--- config.mk ---
export PLATFORM = sky130hd
export DESIGN_NAME = status_reporting
export DESIGN_NICKNAME = d
export VERILOG_FILES = /design/src/design/status_pkg.sv /design/src/design/mask_cmd_if.sv /design/src/design/event_latch.sv /design/src/design/enable_mask.sv /design/src/design/status_reporting.sv
export SDC_FILE = /design/constraint.sdc
export NUM_CORES = 1
export LEC_CHECK = 0
export BUFFER_PORTS_ARGS = -buffer_cell sky130_fd_sc_hd__clkbuf_2
export CAP_MARGIN = 20
export CORE_ASPECT_RATIO = 0.6
export CORE_MARGIN = 1
export CORE_UTILIZATION = 45
export CTS_CLUSTER_SIZE = 24
export DETAILED_ROUTE_END_ITERATION = 10
export PLACE_DENSITY = 0.65
export SYNTH_ARGS = -nofsm -noshare
export SYNTH_HDL_FRONTEND = slang
export SYNTH_SLANG_ARGS = --single-unit
--- constraint.sdc ---
create_clock -name clk_sys_i -period 2.95 [get_ports clk_sys_i]
set_input_delay 0.4425 -clock clk_sys_i [delete_from_list [all_inputs] [get_ports clk_sys_i]]
set_output_delay 0.4425 -clock clk_sys_i [all_outputs]
set_load 0.05 [all_outputs]
--- src/design/status_pkg.sv ---
// constants and types for the status byte reporting block
//
// How it works
// RQ1: poll bit 0 means no acquisition running
// RQ2: poll bit 1 means no command executing
// RQ3: poll bit 2 flags enabled error bits
// RQ4: poll bit 3 flags enabled measurement bits
// RQ5: poll bit 4 means output buffer non-empty
// RQ6: poll bit 5 flags enabled standard events
// RQ7: poll bit 6 records service request; bit 7 zero
// RQ8: measurement bits 0-2 flag reserve/filter/output overloads
// RQ9: measurement bit 3 flags reference unlock
// RQ10: measurement bit 4 flags 200 Hz crossing
// RQ11: measurement bit 5 flags time constant change
// RQ12: measurement bit 6 flags trigger received
// RQ13: measurement bit 7 flags plot completed
// RQ14: event bit 0 input queue overflow; 1,3 unused
// RQ15: event bit 2 flags output queue overflow
// RQ16: event bit 4 flags command execution failure
// RQ17: event bit 5 flags illegal command
// RQ18: event bit 6 key/knob, bit 7 power-on
// RQ19: error bit 0 print/plot, bit 1 backup
// RQ20: error bits 2,4,6 RAM, ROM, processor test faults
// RQ21: error bits 5,3,7 transfer abort, disk, math
// RQ22: masks written whole or one bit at a time
// RQ23: queries return whole byte or one bit
// RQ24: clear-status clears every status byte together; poll bit 6 stays set if a request is raised in the clearing cycle
// RQ25: power-on-clear setting decides mask wipe at power-up
// RQ26: event bits latch until read or clear-status
// RQ27: enabled poll bits raise a service request
package status_pkg;

  // serial poll byte bit positions
  localparam int SP_ACQ_IDLE = 0;
  localparam int SP_CMD_IDLE = 1;
  localparam int SP_ERR      = 2;
  localparam int SP_MEAS     = 3;
  localparam int SP_MAV      = 4;
  localparam int SP_ESB      = 5;
  localparam int SP_SRQ      = 6;

  // measurement byte bit positions
  localparam int MC_RESERVE  = 0;
  localparam int MC_FILTER   = 1;
  localparam int MC_OUTPUT   = 2;
  localparam int MC_UNLOCK   = 3;
  localparam int MC_RANGE    = 4;
  localparam int MC_TCONST   = 5;
  localparam int MC_TRIG     = 6;
  localparam int MC_PLOT     = 7;

  // standard event byte bit positions
  localparam int SE_INPUT_OVF  = 0;
  localparam int SE_OUTPUT_OVF = 2;
  localparam int SE_EXEC_ERR   = 4;
  localparam int SE_ILLEGAL    = 5;
  localparam int SE_USER_REQ   = 6;
  localparam int SE_POWER_ON   = 7;

  // bits that can ever be set in each event byte, and the poll bits that feed the request
  localparam logic [7:0] STD_USED_MASK = 8'hF5;
  localparam logic [7:0] ALL_USED_MASK = 8'hFF;
  localparam logic [7:0] SRQ_SRC_MASK  = 8'h3F;

  // values after reset
  localparam logic [7:0] MASK_RESET    = 8'h00;
  localparam logic [7:0] STATUS_RESET  = 8'h00;
  localparam logic       PCLR_RESET    = 1'b1;

  // host command codes
  typedef enum logic [2:0] {
    OP_READ_STATUS = 3'h0,
    OP_READ_MASK   = 3'h1,
    OP_WRITE_MASK  = 3'h2,
    OP_CLEAR       = 3'h3,
    OP_WRITE_PCLR  = 3'h4,
    OP_READ_PCLR   = 3'h5
  } op_t;

  // which byte (and its enable mask) a command addresses
  typedef enum logic [1:0] {
    SEL_SERIAL = 2'h0,
    SEL_MEAS   = 2'h1,
    SEL_STD    = 2'h2,
    SEL_ERR    = 2'h3
  } sel_t;

endpackage : status_pkg

--- src/design/mask_cmd_if.sv ---
// shared write path from the command decoder to the enable masks
`timescale 1ns/10ps
interface mask_cmd_if;
  logic       wr;      // one-cycle write strobe
  logic       bit_en;  // single-bit write when high
  logic [2:0] idx;     // bit index for single-bit write
  logic [7:0] data;    // whole byte, or value in bit 0
  logic       wipe;    // power-up clear of every mask

  modport ctrl (output wr, bit_en, idx, data, wipe);
  modport mask (input  wr, bit_en, idx, data, wipe);
endinterface : mask_cmd_if

--- src/design/event_latch.sv ---
// sticky event byte: bits set by events, cleared by read or clear
`timescale 1ns/10ps
module event_latch #(
  parameter int         W    = 8,
  parameter logic [W-1:0] USED = '1
) (
  // clock and reset
  input  wire logic         clk_sys_i,
  input  wire logic         rst_n_i,
  // events and clear
  input  wire logic [W-1:0] set_i,
  input  wire logic         clr_i,
  // latched byte
  output logic      [W-1:0] q_o
);

  // set wins over a clear in the same cycle so no event is lost
  always_ff @(posedge clk_sys_i or negedge rst_n_i) begin
    if (!rst_n_i) begin
      q_o <= '0;
    end else begin
      q_o <= (q_o & ~{W{clr_i}}) | (set_i & USED); // see RQ26
    end
  end

endmodule : event_latch

--- src/design/enable_mask.sv ---
// one enable mask, written whole or one bit at a time
`timescale 1ns/10ps
module enable_mask
  import status_pkg::*;
(
  // clock and reset
  input  wire logic  clk_sys_i,
  input  wire logic  rst_n_i,
  // write path
  mask_cmd_if.mask   cmd,
  input  wire logic  sel_i,
  // mask value
  output logic [7:0] q_o
);

  // whole-byte or single-bit update; wipe from power-up has priority
  always_ff @(posedge clk_sys_i or negedge rst_n_i) begin
    if (!rst_n_i) begin
      q_o <= MASK_RESET;
    end else if (cmd.wipe) begin
      q_o <= MASK_RESET; // see RQ25
    end else if (cmd.wr && sel_i) begin
      if (cmd.bit_en) begin
        q_o[cmd.idx] <= cmd.data[0]; // see RQ22
      end else begin
        q_o <= cmd.data; // see RQ22
      end
    end
  end

endmodule : enable_mask

--- src/design/status_reporting.sv ---
// status byte reporting: poll summary, event bytes, masks, host commands
`timescale 1ns/10ps
module status_reporting
  import status_pkg::*;
(
  // clock and reset
  input  wire logic             clk_sys_i,
  input  wire logic             nrst_i,
  // instrument state levels
  input  wire logic             acquisition_idle_i,
  input  wire logic             command_idle_i,
  input  wire logic             out_buf_nonempty_i,
  input  wire logic             freq_above_200hz_i,
  // measurement events, one-cycle pulses
  input  wire logic             reserve_overload_i,
  input  wire logic             filter_overload_i,
  input  wire logic             output_overload_i,
  input  wire logic             reference_unlocked_i,
  input  wire logic             time_constant_changed_i,
  input  wire logic             trigger_i,
  input  wire logic             plot_done_i,
  // interface events, one-cycle pulses
  input  wire logic             input_queue_overflow_i,
  input  wire logic             output_queue_overflow_i,
  input  wire logic             execution_error_i,
  input  wire logic             illegal_command_i,
  input  wire logic             user_request_i,
  input  wire logic             power_restore_i,
  // error events, one pulse bit per source
  input  wire logic [7:0]       error_event_i,
  // host command port
  input  wire logic             cmd_valid_i,
  input  wire status_pkg::op_t  cmd_op_i,
  input  wire status_pkg::sel_t cmd_sel_i,
  input  wire logic             cmd_bit_en_i,
  input  wire logic [2:0]       cmd_bit_i,
  input  wire logic [7:0]       cmd_data_i,
  // host answer port
  output logic                  resp_valid_o,
  output logic [7:0]            resp_data_o,
  // service request and setting
  output logic                  srq_o,
  output logic                  power_on_clear_setting_o
);
  import status_pkg::*;

  //////////////////////////////////////////////////////////////////////
  // reset release

  logic rst_meta_q;
  logic rst_n;

  // async assert, release after two clock edges
  always_ff @(posedge clk_sys_i or negedge nrst_i) begin
    if (!nrst_i) begin
      rst_meta_q <= 1'b0;
      rst_n      <= 1'b0;
    end else begin
      rst_meta_q <= 1'b1;
      rst_n      <= rst_meta_q;
    end
  end

  //////////////////////////////////////////////////////////////////////
  // command decode

  logic cmd_clear;
  logic cmd_wr_mask;
  logic rd_status;
  logic rd_query;

  assign cmd_clear   = cmd_valid_i && (cmd_op_i == OP_CLEAR);
  assign cmd_wr_mask = cmd_valid_i && (cmd_op_i == OP_WRITE_MASK);
  assign rd_status   = cmd_valid_i && (cmd_op_i == OP_READ_STATUS);
  assign rd_query    = cmd_valid_i && (cmd_op_i == OP_READ_STATUS ||
                       cmd_op_i == OP_READ_MASK ||
                       cmd_op_i == OP_READ_PCLR);

  //////////////////////////////////////////////////////////////////////
  // power-on event and power-on-clear setting

  logic pwr_up_q;   // one pulse after reset release
  logic pclr_q;

  // fires once after release; kept as a flop so reset loads a constant
  always_ff @(posedge clk_sys_i or negedge rst_n) begin
    if (!rst_n) begin
      pwr_up_q <= 1'b1;
    end else begin
      pwr_up_q <= 1'b0;
    end
  end

  // setting kept across a warm power restore, lost only on nrst_i
  always_ff @(posedge clk_sys_i or negedge rst_n) begin
    if (!rst_n) begin
      pclr_q <= PCLR_RESET;
    end else if (cmd_valid_i && (cmd_op_i == OP_WRITE_PCLR)) begin
      pclr_q <= cmd_data_i[0]; // see RQ25
    end
  end

  assign power_on_clear_setting_o = pclr_q;

  //////////////////////////////////////////////////////////////////////
  // enable masks

  mask_cmd_if mcmd ();

  // masks are wiped on power restore only when the setting asks
  assign mcmd.wr     = cmd_wr_mask;
  assign mcmd.bit_en = cmd_bit_en_i;
  assign mcmd.idx    = cmd_bit_i;
  assign mcmd.data   = cmd_data_i;
  assign mcmd.wipe   = power_restore_i && pclr_q; // see RQ25

  logic [7:0] sre_mask;
  logic [7:0] meas_mask;
  logic [7:0] std_mask;
  logic [7:0] err_mask;

  enable_mask u_sre_mask (
    .clk_sys_i (clk_sys_i),
    .rst_n_i   (rst_n),
    .cmd       (mcmd.mask),
    .sel_i     (cmd_sel_i == SEL_SERIAL),
    .q_o       (sre_mask)
  );

  enable_mask u_meas_mask (
    .clk_sys_i (clk_sys_i),
    .rst_n_i   (rst_n),
    .cmd       (mcmd.mask),
    .sel_i     (cmd_sel_i == SEL_MEAS),
    .q_o       (meas_mask)
  );

  enable_mask u_std_mask (
    .clk_sys_i (clk_sys_i),
    .rst_n_i   (rst_n),
    .cmd       (mcmd.mask),
    .sel_i     (cmd_sel_i == SEL_STD),
    .q_o       (std_mask)
  );

  enable_mask u_err_mask (
    .clk_sys_i (clk_sys_i),
    .rst_n_i   (rst_n),
    .cmd       (mcmd.mask),
    .sel_i     (cmd_sel_i == SEL_ERR),
    .q_o       (err_mask)
  );

  //////////////////////////////////////////////////////////////////////
  // measurement-condition byte

  logic       range_q;
  logic       range_vld_q;
  logic [7:0] meas_set;
  logic [7:0] meas_q;

  // first sample after reset only arms the detector, no false crossing
  always_ff @(posedge clk_sys_i or negedge rst_n) begin
    if (!rst_n) begin
      range_q     <= 1'b0;
      range_vld_q <= 1'b0;
    end else begin
      range_q     <= freq_above_200hz_i;
      range_vld_q <= 1'b1;
    end
  end

  always_comb begin
    meas_set              = 8'h00;
    meas_set[MC_RESERVE]  = reserve_overload_i;      // see RQ8
    meas_set[MC_FILTER]   = filter_overload_i;       // see RQ8
    meas_set[MC_OUTPUT]   = output_overload_i;       // see RQ8
    meas_set[MC_UNLOCK]   = reference_unlocked_i;    // see RQ9
    meas_set[MC_RANGE]    = range_vld_q &&
                            (range_q != freq_above_200hz_i); // see RQ10
    meas_set[MC_TCONST]   = time_constant_changed_i; // see RQ11
    meas_set[MC_TRIG]     = trigger_i;               // see RQ12
    meas_set[MC_PLOT]     = plot_done_i;             // see RQ13
  end

  event_latch #(.W(8), .USED(ALL_USED_MASK)) u_meas (
    .clk_sys_i (clk_sys_i),
    .rst_n_i   (rst_n),
    .set_i     (meas_set),
    .clr_i     (cmd_clear || (rd_status && cmd_sel_i == SEL_MEAS)),
    .q_o       (meas_q)
  );

  //////////////////////////////////////////////////////////////////////
  // standard event byte

  logic [7:0] std_set;
  logic [7:0] std_q;

  // unused bits 1 and 3 are dropped by the latch's used mask
  always_comb begin
    std_set                = 8'h00;
    std_set[SE_INPUT_OVF]  = input_queue_overflow_i;     // see RQ14
    std_set[SE_OUTPUT_OVF] = output_queue_overflow_i;    // see RQ15
    std_set[SE_EXEC_ERR]   = execution_error_i;          // see RQ16
    std_set[SE_ILLEGAL]    = illegal_command_i;          // see RQ17
    std_set[SE_USER_REQ]   = user_request_i;             // see RQ18
    std_set[SE_POWER_ON]   = pwr_up_q || power_restore_i; // see RQ18
  end

  event_latch #(.W(8), .USED(STD_USED_MASK)) u_std (
    .clk_sys_i (clk_sys_i),
    .rst_n_i   (rst_n),
    .set_i     (std_set),
    .clr_i     (cmd_clear || (rd_status && cmd_sel_i == SEL_STD)),
    .q_o       (std_q)
  );

  //////////////////////////////////////////////////////////////////////
  // error byte: sources map one to one onto bits

  logic [7:0] err_q;

  event_latch #(.W(8), .USED(ALL_USED_MASK)) u_err (
    .clk_sys_i (clk_sys_i),
    .rst_n_i   (rst_n),
    .set_i     (error_event_i), // see RQ19 RQ20 RQ21
    .clr_i     (cmd_clear || (rd_status && cmd_sel_i == SEL_ERR)),
    .q_o       (err_q)
  );

  //////////////////////////////////////////////////////////////////////
  // serial poll summary and service request

  logic [7:0] spb;
  logic       srq_q;
  logic       srq_raise;

  always_comb begin
    spb              = 8'h00;                   // bit 7 stays zero, see RQ7
    spb[SP_ACQ_IDLE] = acquisition_idle_i;      // see RQ1
    spb[SP_CMD_IDLE] = command_idle_i;          // see RQ2
    spb[SP_ERR]      = |(err_q & err_mask);     // see RQ3
    spb[SP_MEAS]     = |(meas_q & meas_mask);   // see RQ4
    spb[SP_MAV]      = out_buf_nonempty_i;      // see RQ5
    spb[SP_ESB]      = |(std_q & std_mask);     // see RQ6
    spb[SP_SRQ]      = srq_q;                   // see RQ7
  end

  // the summary bits themselves feed the request, not the stored flag
  assign srq_raise = |(spb & sre_mask & SRQ_SRC_MASK); // see RQ27

  // sticky; a raise in the clearing cycle wins
  always_ff @(posedge clk_sys_i or negedge rst_n) begin
    if (!rst_n) begin
      srq_q <= 1'b0;
    end else if (srq_raise) begin
      srq_q <= 1'b1; // see RQ7
    end else if (cmd_clear ||
                 (rd_status && cmd_sel_i == SEL_SERIAL)) begin
      srq_q <= 1'b0; // see RQ24
    end
  end

  assign srq_o = srq_q;

  //////////////////////////////////////////////////////////////////////
  // query answers

  logic [7:0] rd_byte;

  // pick the addressed status byte or mask
  always_comb begin
    rd_byte = 8'h00;
    if (cmd_op_i == OP_READ_PCLR) begin
      rd_byte = {7'h00, pclr_q};
    end else if (cmd_op_i == OP_READ_MASK) begin
      if (cmd_sel_i == SEL_SERIAL) begin
        rd_byte = sre_mask;
      end else if (cmd_sel_i == SEL_MEAS) begin
        rd_byte = meas_mask;
      end else if (cmd_sel_i == SEL_STD) begin
        rd_byte = std_mask;
      end else begin
        rd_byte = err_mask;
      end
    end else if (cmd_sel_i == SEL_SERIAL) begin
      rd_byte = spb;
    end else if (cmd_sel_i == SEL_MEAS) begin
      rd_byte = meas_q;
    end else if (cmd_sel_i == SEL_STD) begin
      rd_byte = std_q;
    end else begin
      rd_byte = err_q;
    end
  end

  // answer one cycle after any query; byte or single bit
  always_ff @(posedge clk_sys_i or negedge rst_n) begin
    if (!rst_n) begin
      resp_valid_o <= 1'b0;
      resp_data_o  <= 8'h00;
    end else begin
      resp_valid_o <= rd_query;
      // data held between queries so a late host read still sees it
      if (rd_query && cmd_bit_en_i && cmd_op_i != OP_READ_PCLR) begin
        resp_data_o <= {7'h00, rd_byte[cmd_bit_i]}; // see RQ23
      end else if (rd_query) begin
        resp_data_o <= rd_byte; // see RQ23
      end
    end
  end

endmodule : status_reporting

==> results of run 1 <==
## cells in the mapped netlist, types with 3 or more instances
cell type,instances
inv_1,7
a22o_1,8
nor2b_1,5
nand2b_1,10
dfrtp_1,70
o31ai_1,3
nand3_1,4
o21ai_1,11
nand2_1,51
clkbuf_1,11
a22oi_1,15
o21ai_0,4
o41ai_1,3
a21o_1,20
mux4_2,11
mux2_2,5
mux2i_1,8
buf_2,3
nor2_1,13
a21oi_1,11
nor3_1,6
nand3b_1,6
mux2_1,23
nand4_1,4
and2_1,6
## sequential cells by signal, summed over array words and instances (netlist names), 8 cells and up
signal / flops
resp_data_o: 8
u_err.q_o: 8
u_meas_mask.q_o: 8
u_sre_mask.q_o: 8
u_meas.q_o: 8
u_err_mask.q_o: 8
u_std.q_o: 8
u_std_mask.q_o: 8
## cell type report
class                      instances  area (um^2)  share of cell area (%)
timing repair buffer              64          358                    8.04
sequential                        72         1810                    40.6
clock inverter                     4         20.0                   0.450
multi-input combinational        251         1850                    41.7
inverter                           8         30.0                   0.675
tap                              108          135                    3.04
clock buffer                      12          246                    5.54
## cells by family (layout without fill, tap and decap cells)
family / Yosys count / after routing / synth area share [%]
AOI/OAI and AO/OA: 90 / 90 / 17.4
xor gates and xnor gates: 1 / 1 / 0.233
buffers and inverters: 23 / 88 / 2.60
DFF: 72 / 72 / 48.1
muxes: 47 / 47 / 17.1
other: 2 / 3 / 0.200
and+or+nand+nor: 110 / 110 / 14.3
## final timing paths
path / startpoint / end / slack [ns] / cells after the start
setup / recovery: cmd_sel_i[0] / resp_data_o[0] / 0.90 / 8
hold / removal: freq_above_200hz_i / range_q / 0.24 / 1
setup reg to reg: u_std.q_o[4] / resp_data_o[0] / 0.95 / 6
hold reg to reg: rst_n / u_err.q_o[1] / 0.31 / 0
max in group asynchronous: rst_n / power_on_clear_setting_o / 1.94 / 1
min in group asynchronous: rst_n / u_err.q_o[1] / 0.31 / 0
## power breakdown
part | internal [W] | switching [W]
clock | 0.000586 | 0.000393
combinational | 0.000310 | 0.000409
sequential | 0.00116 | 0.000193
total | 0.00206 | 0.000994
## per-layer routing
metal,track usage [%],up-vias,part of all wire [%]
met1,39.1,1546,46
met3,9.92,26,10
li1,-,1395,-
met5,0,-,0
met2,38.7,159,42
met4,11.0,0,2.1
## what timing repair did
action                    4_1_cts  5_1_grt
hold endpoints to repair        2        0
hold buffers                    1        0
resized for setup               0        0
## stage by stage
stage	hold slack [ns]	cells	utilization (%)	instance area, um^2	power (W)
3_3_place_gp	0.228	502	52.3	4170	0.00206
5_1_grt	0.236	519	55.8	4450	0.00319
2_1_floorplan	0.147	346	-	3760	0.00179
3_5_place_dp	0.231	502	52.3	4170	0.00207
6_report	0.237	519	55.8	4450	0.00305
4_1_cts	0.232	519	55.8	4450	0.00306
## cells in the final DEF, fill, tap and decap left out, types with 7 or more instances in the layout
cell type and count:
a21o_1 20, a21oi_1 11, a22o_1 8, a22oi_1 15, buf_4 7, clkbuf_16 9
clkbuf_2 55, dfrtp_1 69, inv_1 7, mux2_1 23, mux2i_1 8, mux4_2 11
nand2_1 51, nand2b_1 10, nor2_1 13, o21ai_1 11
## worst reg2reg max path, stage by stage (launching register included)
cell and delay (ns):
dfrtp_1 0.43, mux4_2 0.51, and4_1 0.21, a21oi_1 0.16
o211ai_2 0.13, a2111oi_2 0.35, o21ai_1 0.09
==> flow_summary.json, run 1 <==
{
  "outcome": "complete, no violations",
  "post-route-period-util_pct": 69.4,
  "finClkSkew_ns": 0.00420,
  "grt_pass1_wl_mm": 17.4,
  "cts_buffers": 9,
  "power_leakage_nw": 1.99,
  "fin_ws_ns": 0.902,
  "antenna_cells": 0,
  "setup_tns_ns": 0,
  "grt_pass1_vias": 3174,
  "syn_to_final_growth_pct": 18.6,
  "setup_viol": 0,
  "slew_viol_final": 0,
  "hold_viol": 0,
  "avgSynthCellArea_um2": 10.9,
  "worst_ep_arrival_time_ns": 2.26,
  "num_vias": 3126,
  "grt_antenna_before_repair": 0,
  "slew_headroom_pct": 52.1,
  "grt_max_degree": 42,
  "clock_latency_ns": 0.34,
  "dieArea_um2": 8720,
  "powerDensity_nw_per_um2": 685,
  "clkSlewWorstSetupHoldPaths_ns": 0.05,
  "wire_per_inst_um": 20.9,
  "htreeDepth": 3,
  "fill_cells": 740,
  "ant_nets": 0,
  "drt_iter0_drc": 366,
  "dp.final_hpwl_mm": 8.33,
  "cpMaxStageDelayCell": "mux4_2",
  "max-cap-violations": 0,
  "port_buffers": 55,
  "seq_area_frac_synth_pct": 48.1,
  "grt_overflow": 0,
  "ys_types": 46,
  "die_x_um": 120,
  "cts_buffer_depth": 2,
  "rows": 25,
  "die_h_um": 72.7,
  "firstDrtPassIters": 5,
  "post-route-min-period_ns": 2.05,
  "required_ns": 3.16,
  "clock_sinks": 72,
  "route.detailed.drc": 0,
  "async_flop_share_pct": 100,
  "min_path_type": "in2reg",
  "synth_top_area_cell": "dfrtp_1",
  "crit_fanout": 13,
  "nets": 451,
  "via_per_inst": 6.02,
  "rsz0062_at_grt": "no",
  "postCtsSetupBuffers": 0,
  "cp-start-kind": "primary input",
  "synth_area_um2": 3750,
  "worst_slew_pin_slew_ns": 0.714,
  "synth_area_leaders": "dfrtp_1 47%, mux2_1 6.9%, mux4_2 6.6%, nand2_1 5.1%, a21o_1 4.0%",
  "syn_inst": 345,
  "ios": 56,
  "synth_edf_count": 0,
  "cts_root_buf": "clkbuf_16",
  "dp_slack_ns": 0.536,
  "grt_usage_pct": 27.7,
  "core_region_area_um2": 7980,
  "fmax_ghz": 0.488,
  "drive_above_1_share_pct": 25.1,
  "cp_slowest_stage_delay_ns": 0.51,
  "synth_top_area_share_pct": 46.7,
  "synth_top_flop_cell": "dfrtp_1",
  "cp_top_family": "compound AO/OA/AOI/OAI gates",
  "routed_wl_mm": 10.8,
  "yosysWarnings": 0,
  "cpMostUsedCell": "o21ai_1",
  "crit_chain": "clkbuf_2 > buf_4 > mux4_2 > a22o_1 > nand2_1 > o21ai_1 > a2111oi_2 > o21ai_1",
  "ir_drop_mv": 0.524,
  "tritoncts": "built",
  "ys_ff_latch": 72,
  "gp_congestion": 0.932,
  "worstPathBufferInverterCount": 2,
  "end_kind": "flip-flop",
  "start_util_pct": 47.0,
  "critPathKind": "in2reg"
}
Note: power is estimated with default switching activity, not from simulation.
==> run 2, diff against run 1 <==
--- a/config.mk
+++ b/config.mk
@@ -12,7 +12,7 @@
 export CORE_UTILIZATION = 45
 export CTS_CLUSTER_SIZE = 24
 export DETAILED_ROUTE_END_ITERATION = 10
-export PLACE_DENSITY = 0.65
+export PLACE_DENSITY = 0.68
 export SYNTH_ARGS = -nofsm -noshare
 export SYNTH_HDL_FRONTEND = slang
 export SYNTH_SLANG_ARGS = --single-unit
==> constraint.sdc (replaced) <==
create_clock -name clk_sys_i -period 1.69 [get_ports clk_sys_i]
set_input_delay 0.2535 -clock clk_sys_i [delete_from_list [all_inputs] [get_ports clk_sys_i]]
set_output_delay 0.2535 -clock clk_sys_i [all_outputs]
set_load 0.05 [all_outputs]
==> flow_summary.json, run 2 (same netlist as run 1, synthesis figures left out) <==
{
  "hold_viol": 0,
  "cts_buffers": 9,
  "cpMaxStageDelayCell": "mux4_2",
  "die_x_um": 120,
  "dp_slack_ns": -0.492,
  "cts_buffer_depth": 2,
  "fin_ws_ns": -0.207,
  "dp.cells": 572,
  "critPathKind": "reg2reg",
  "outcome": "finished, violations left",
  "firstDrtPassIters": 5,
  "violations": "setup timing",
  "ir_drop_mv": 0.828,
  "grt_max_degree": 71,
  "post-route-period-util_pct": 112,
  "placed_cell_area_um2": 4730,
  "cp-start-kind": "flip-flop",
  "reg2reg_depth": 6,
  "syn_to_final_growth_pct": 39.1,
  "r2r_setup_slack_ns": -0.21,
  "post-route-min-period_ns": 1.90,
  "grt_pass1_wl_mm": 18.9,
  "slew_headroom_pct": 62.3,
  "dieArea_um2": 8720,
  "crit_path_start": "u_std.q_o[6]",
  "stdcell_count": 595,
  "via_per_inst": 5.81,
  "rows": 25,
  "endpoint": "resp_data_o[0]",
  "antenna_cells": 0,
  "max-cap-violations": 0,
  "num_vias": 3459,
  "post-route-util_pct": 65.4,
  "most-common-layout-cells": "71 x buf_4, 68 x dfrtp_1, 54 x clkbuf_2, 48 x nand2_1, 23 x mux2_1",
  "core_region_area_um2": 7980,
  "slew_viol_final": 0,
  "cts_root_buf": "clkbuf_16",
  "drt_iter0_drc": 316,
  "routed_wl_mm": 11.8,
  "crit_fanout": 3,
  "setup_viol": 2,
  "fin_area_um2": 5220,
  "tritoncts": "built",
  "grt_usage_pct": 29.6,
  "finClkSkew_ns": 0.00552,
  "port_buffers": 55,
  "route.detailed.drc": 0,
  "grt_pass1_vias": 3474,
  "cp_slowest_stage_delay_ns": 0.49,
  "grt_antenna_before_repair": 0,
  "final_common_cell": "buf_4",
  "ant_nets": 0,
  "hp-start": "freq_above_200hz_i",
  "worst_ep_arrival_time_ns": 2.11,
  "grt_overflow": 0,
  "reg2reg_to": "resp_data_o[0]",
  "wire_per_inst_um": 19.8,
  "end_kind": "flip-flop",
  "power_leakage_nw": 2.40,
  "clock_latency_ns": 0.34,
  "r2r_start": "u_std.q_o[6]",
  "dp.final_hpwl_mm": 8.97,
  "required_ns": 1.90,
  "powerDensity_nw_per_um2": 1130,
  "clkSlewWorstSetupHoldPaths_ns": 0.05,
  "drive_above_1_share_pct": 41.7,
  "min_path_type": "in2reg",
  "start_util_pct": 47.0,
  "gp_congestion": 0.962,
  "nets": 527,
  "htreeDepth": 3,
  "worst_slew_pin_slew_ns": 0.566,
  "rsz0062_at_grt": "yes",
  "fmax_ghz": 0.527,
  "crit_chain": "mux4_2 > a22o_1 > nand3b_1 > nand3_2 > a2111oi_4 > o21ai_1",
  "clock_sinks": 72,
  "ios": 56,
  "die_h_um": 72.7
}
==> run 2: cell type report <==
cell class	count	area [um^2]
inverter	8	30.0
clock inverter	3	17.5
sequential	72	1810
multi-input combinational	251	1990
clock buffer	13	250
tap	108	135
timing repair buffer	140	991
fill	639	2760
==> run 2: how the worst min path moves through the flow <==
stage / endpoint / slack [ns] / depth (start not counted)
final: range_q / 0.05 / 1
after global routing: range_q / 0.04 / 1
after CTS: range_q / 0.05 / 1
after detailed placement: rst_meta_q / 0.04 / 1
after global placement: rst_meta_q / 0.04 / 1
after floorplan: rst_meta_q / -0.04 / 0
==> run 2: layer usage <==
layer / GRT usage, % / routed length [um] / vias to the layer above / share of wire (%)
met2: 46.1 / 5210 / 171 / 44
met1: 41.7 / 5230 / 1725 / 44
li1: - / - / 1548 / -
met5: 0 / 0 / - / 0
met3: 8.20 / 1220 / 15 / 10
met4: 6.39 / 114 / 0 / 0.97
==> run 2: stage by stage <==
step / power (W) / TNS [ns] / hold WS [ns]
CTS: 0.00582 / -0.178 / 0.0456
floorplan: 0.00313 / -0.266 / -0.0421
finish: 0.00592 / -0.210 / 0.0499
global placement: 0.00389 / -8.76 / 0.0380
global route: 0.00618 / -0.357 / 0.0445
detailed placement: 0.00395 / -10.85 / 0.0441
==> run 2: timing repair <==
action | 4_1_cts | 5_1_grt
setup endpoints to repair | 12 | 23
resized for setup | 11 | 27
pin swaps | 9 | 20
hold buffers | 1 | 0
hold endpoints to repair | 2 | 0
buffers inserted | 6 | 4
==> run 2: power breakdown <==
part | leakage, nW | total, W | internal [W] | switching, W
logic | 1.43 | 0.00194 | 0.000968 | 0.000968
clock network | 0.130 | 0.00172 | 0.00103 | 0.000692
registers | 0.842 | 0.00226 | 0.00203 | 0.000236
==> run 2: critical path, delay by kind of cell (launching register included) <==
| family | cells | cell delay, ns |
|---|---|---|
| flops | 1 | 0.41 |
| mux | 1 | 0.49 |
| compound gates | 3 | 0.66 |
| simple gates | 2 | 0.22 |
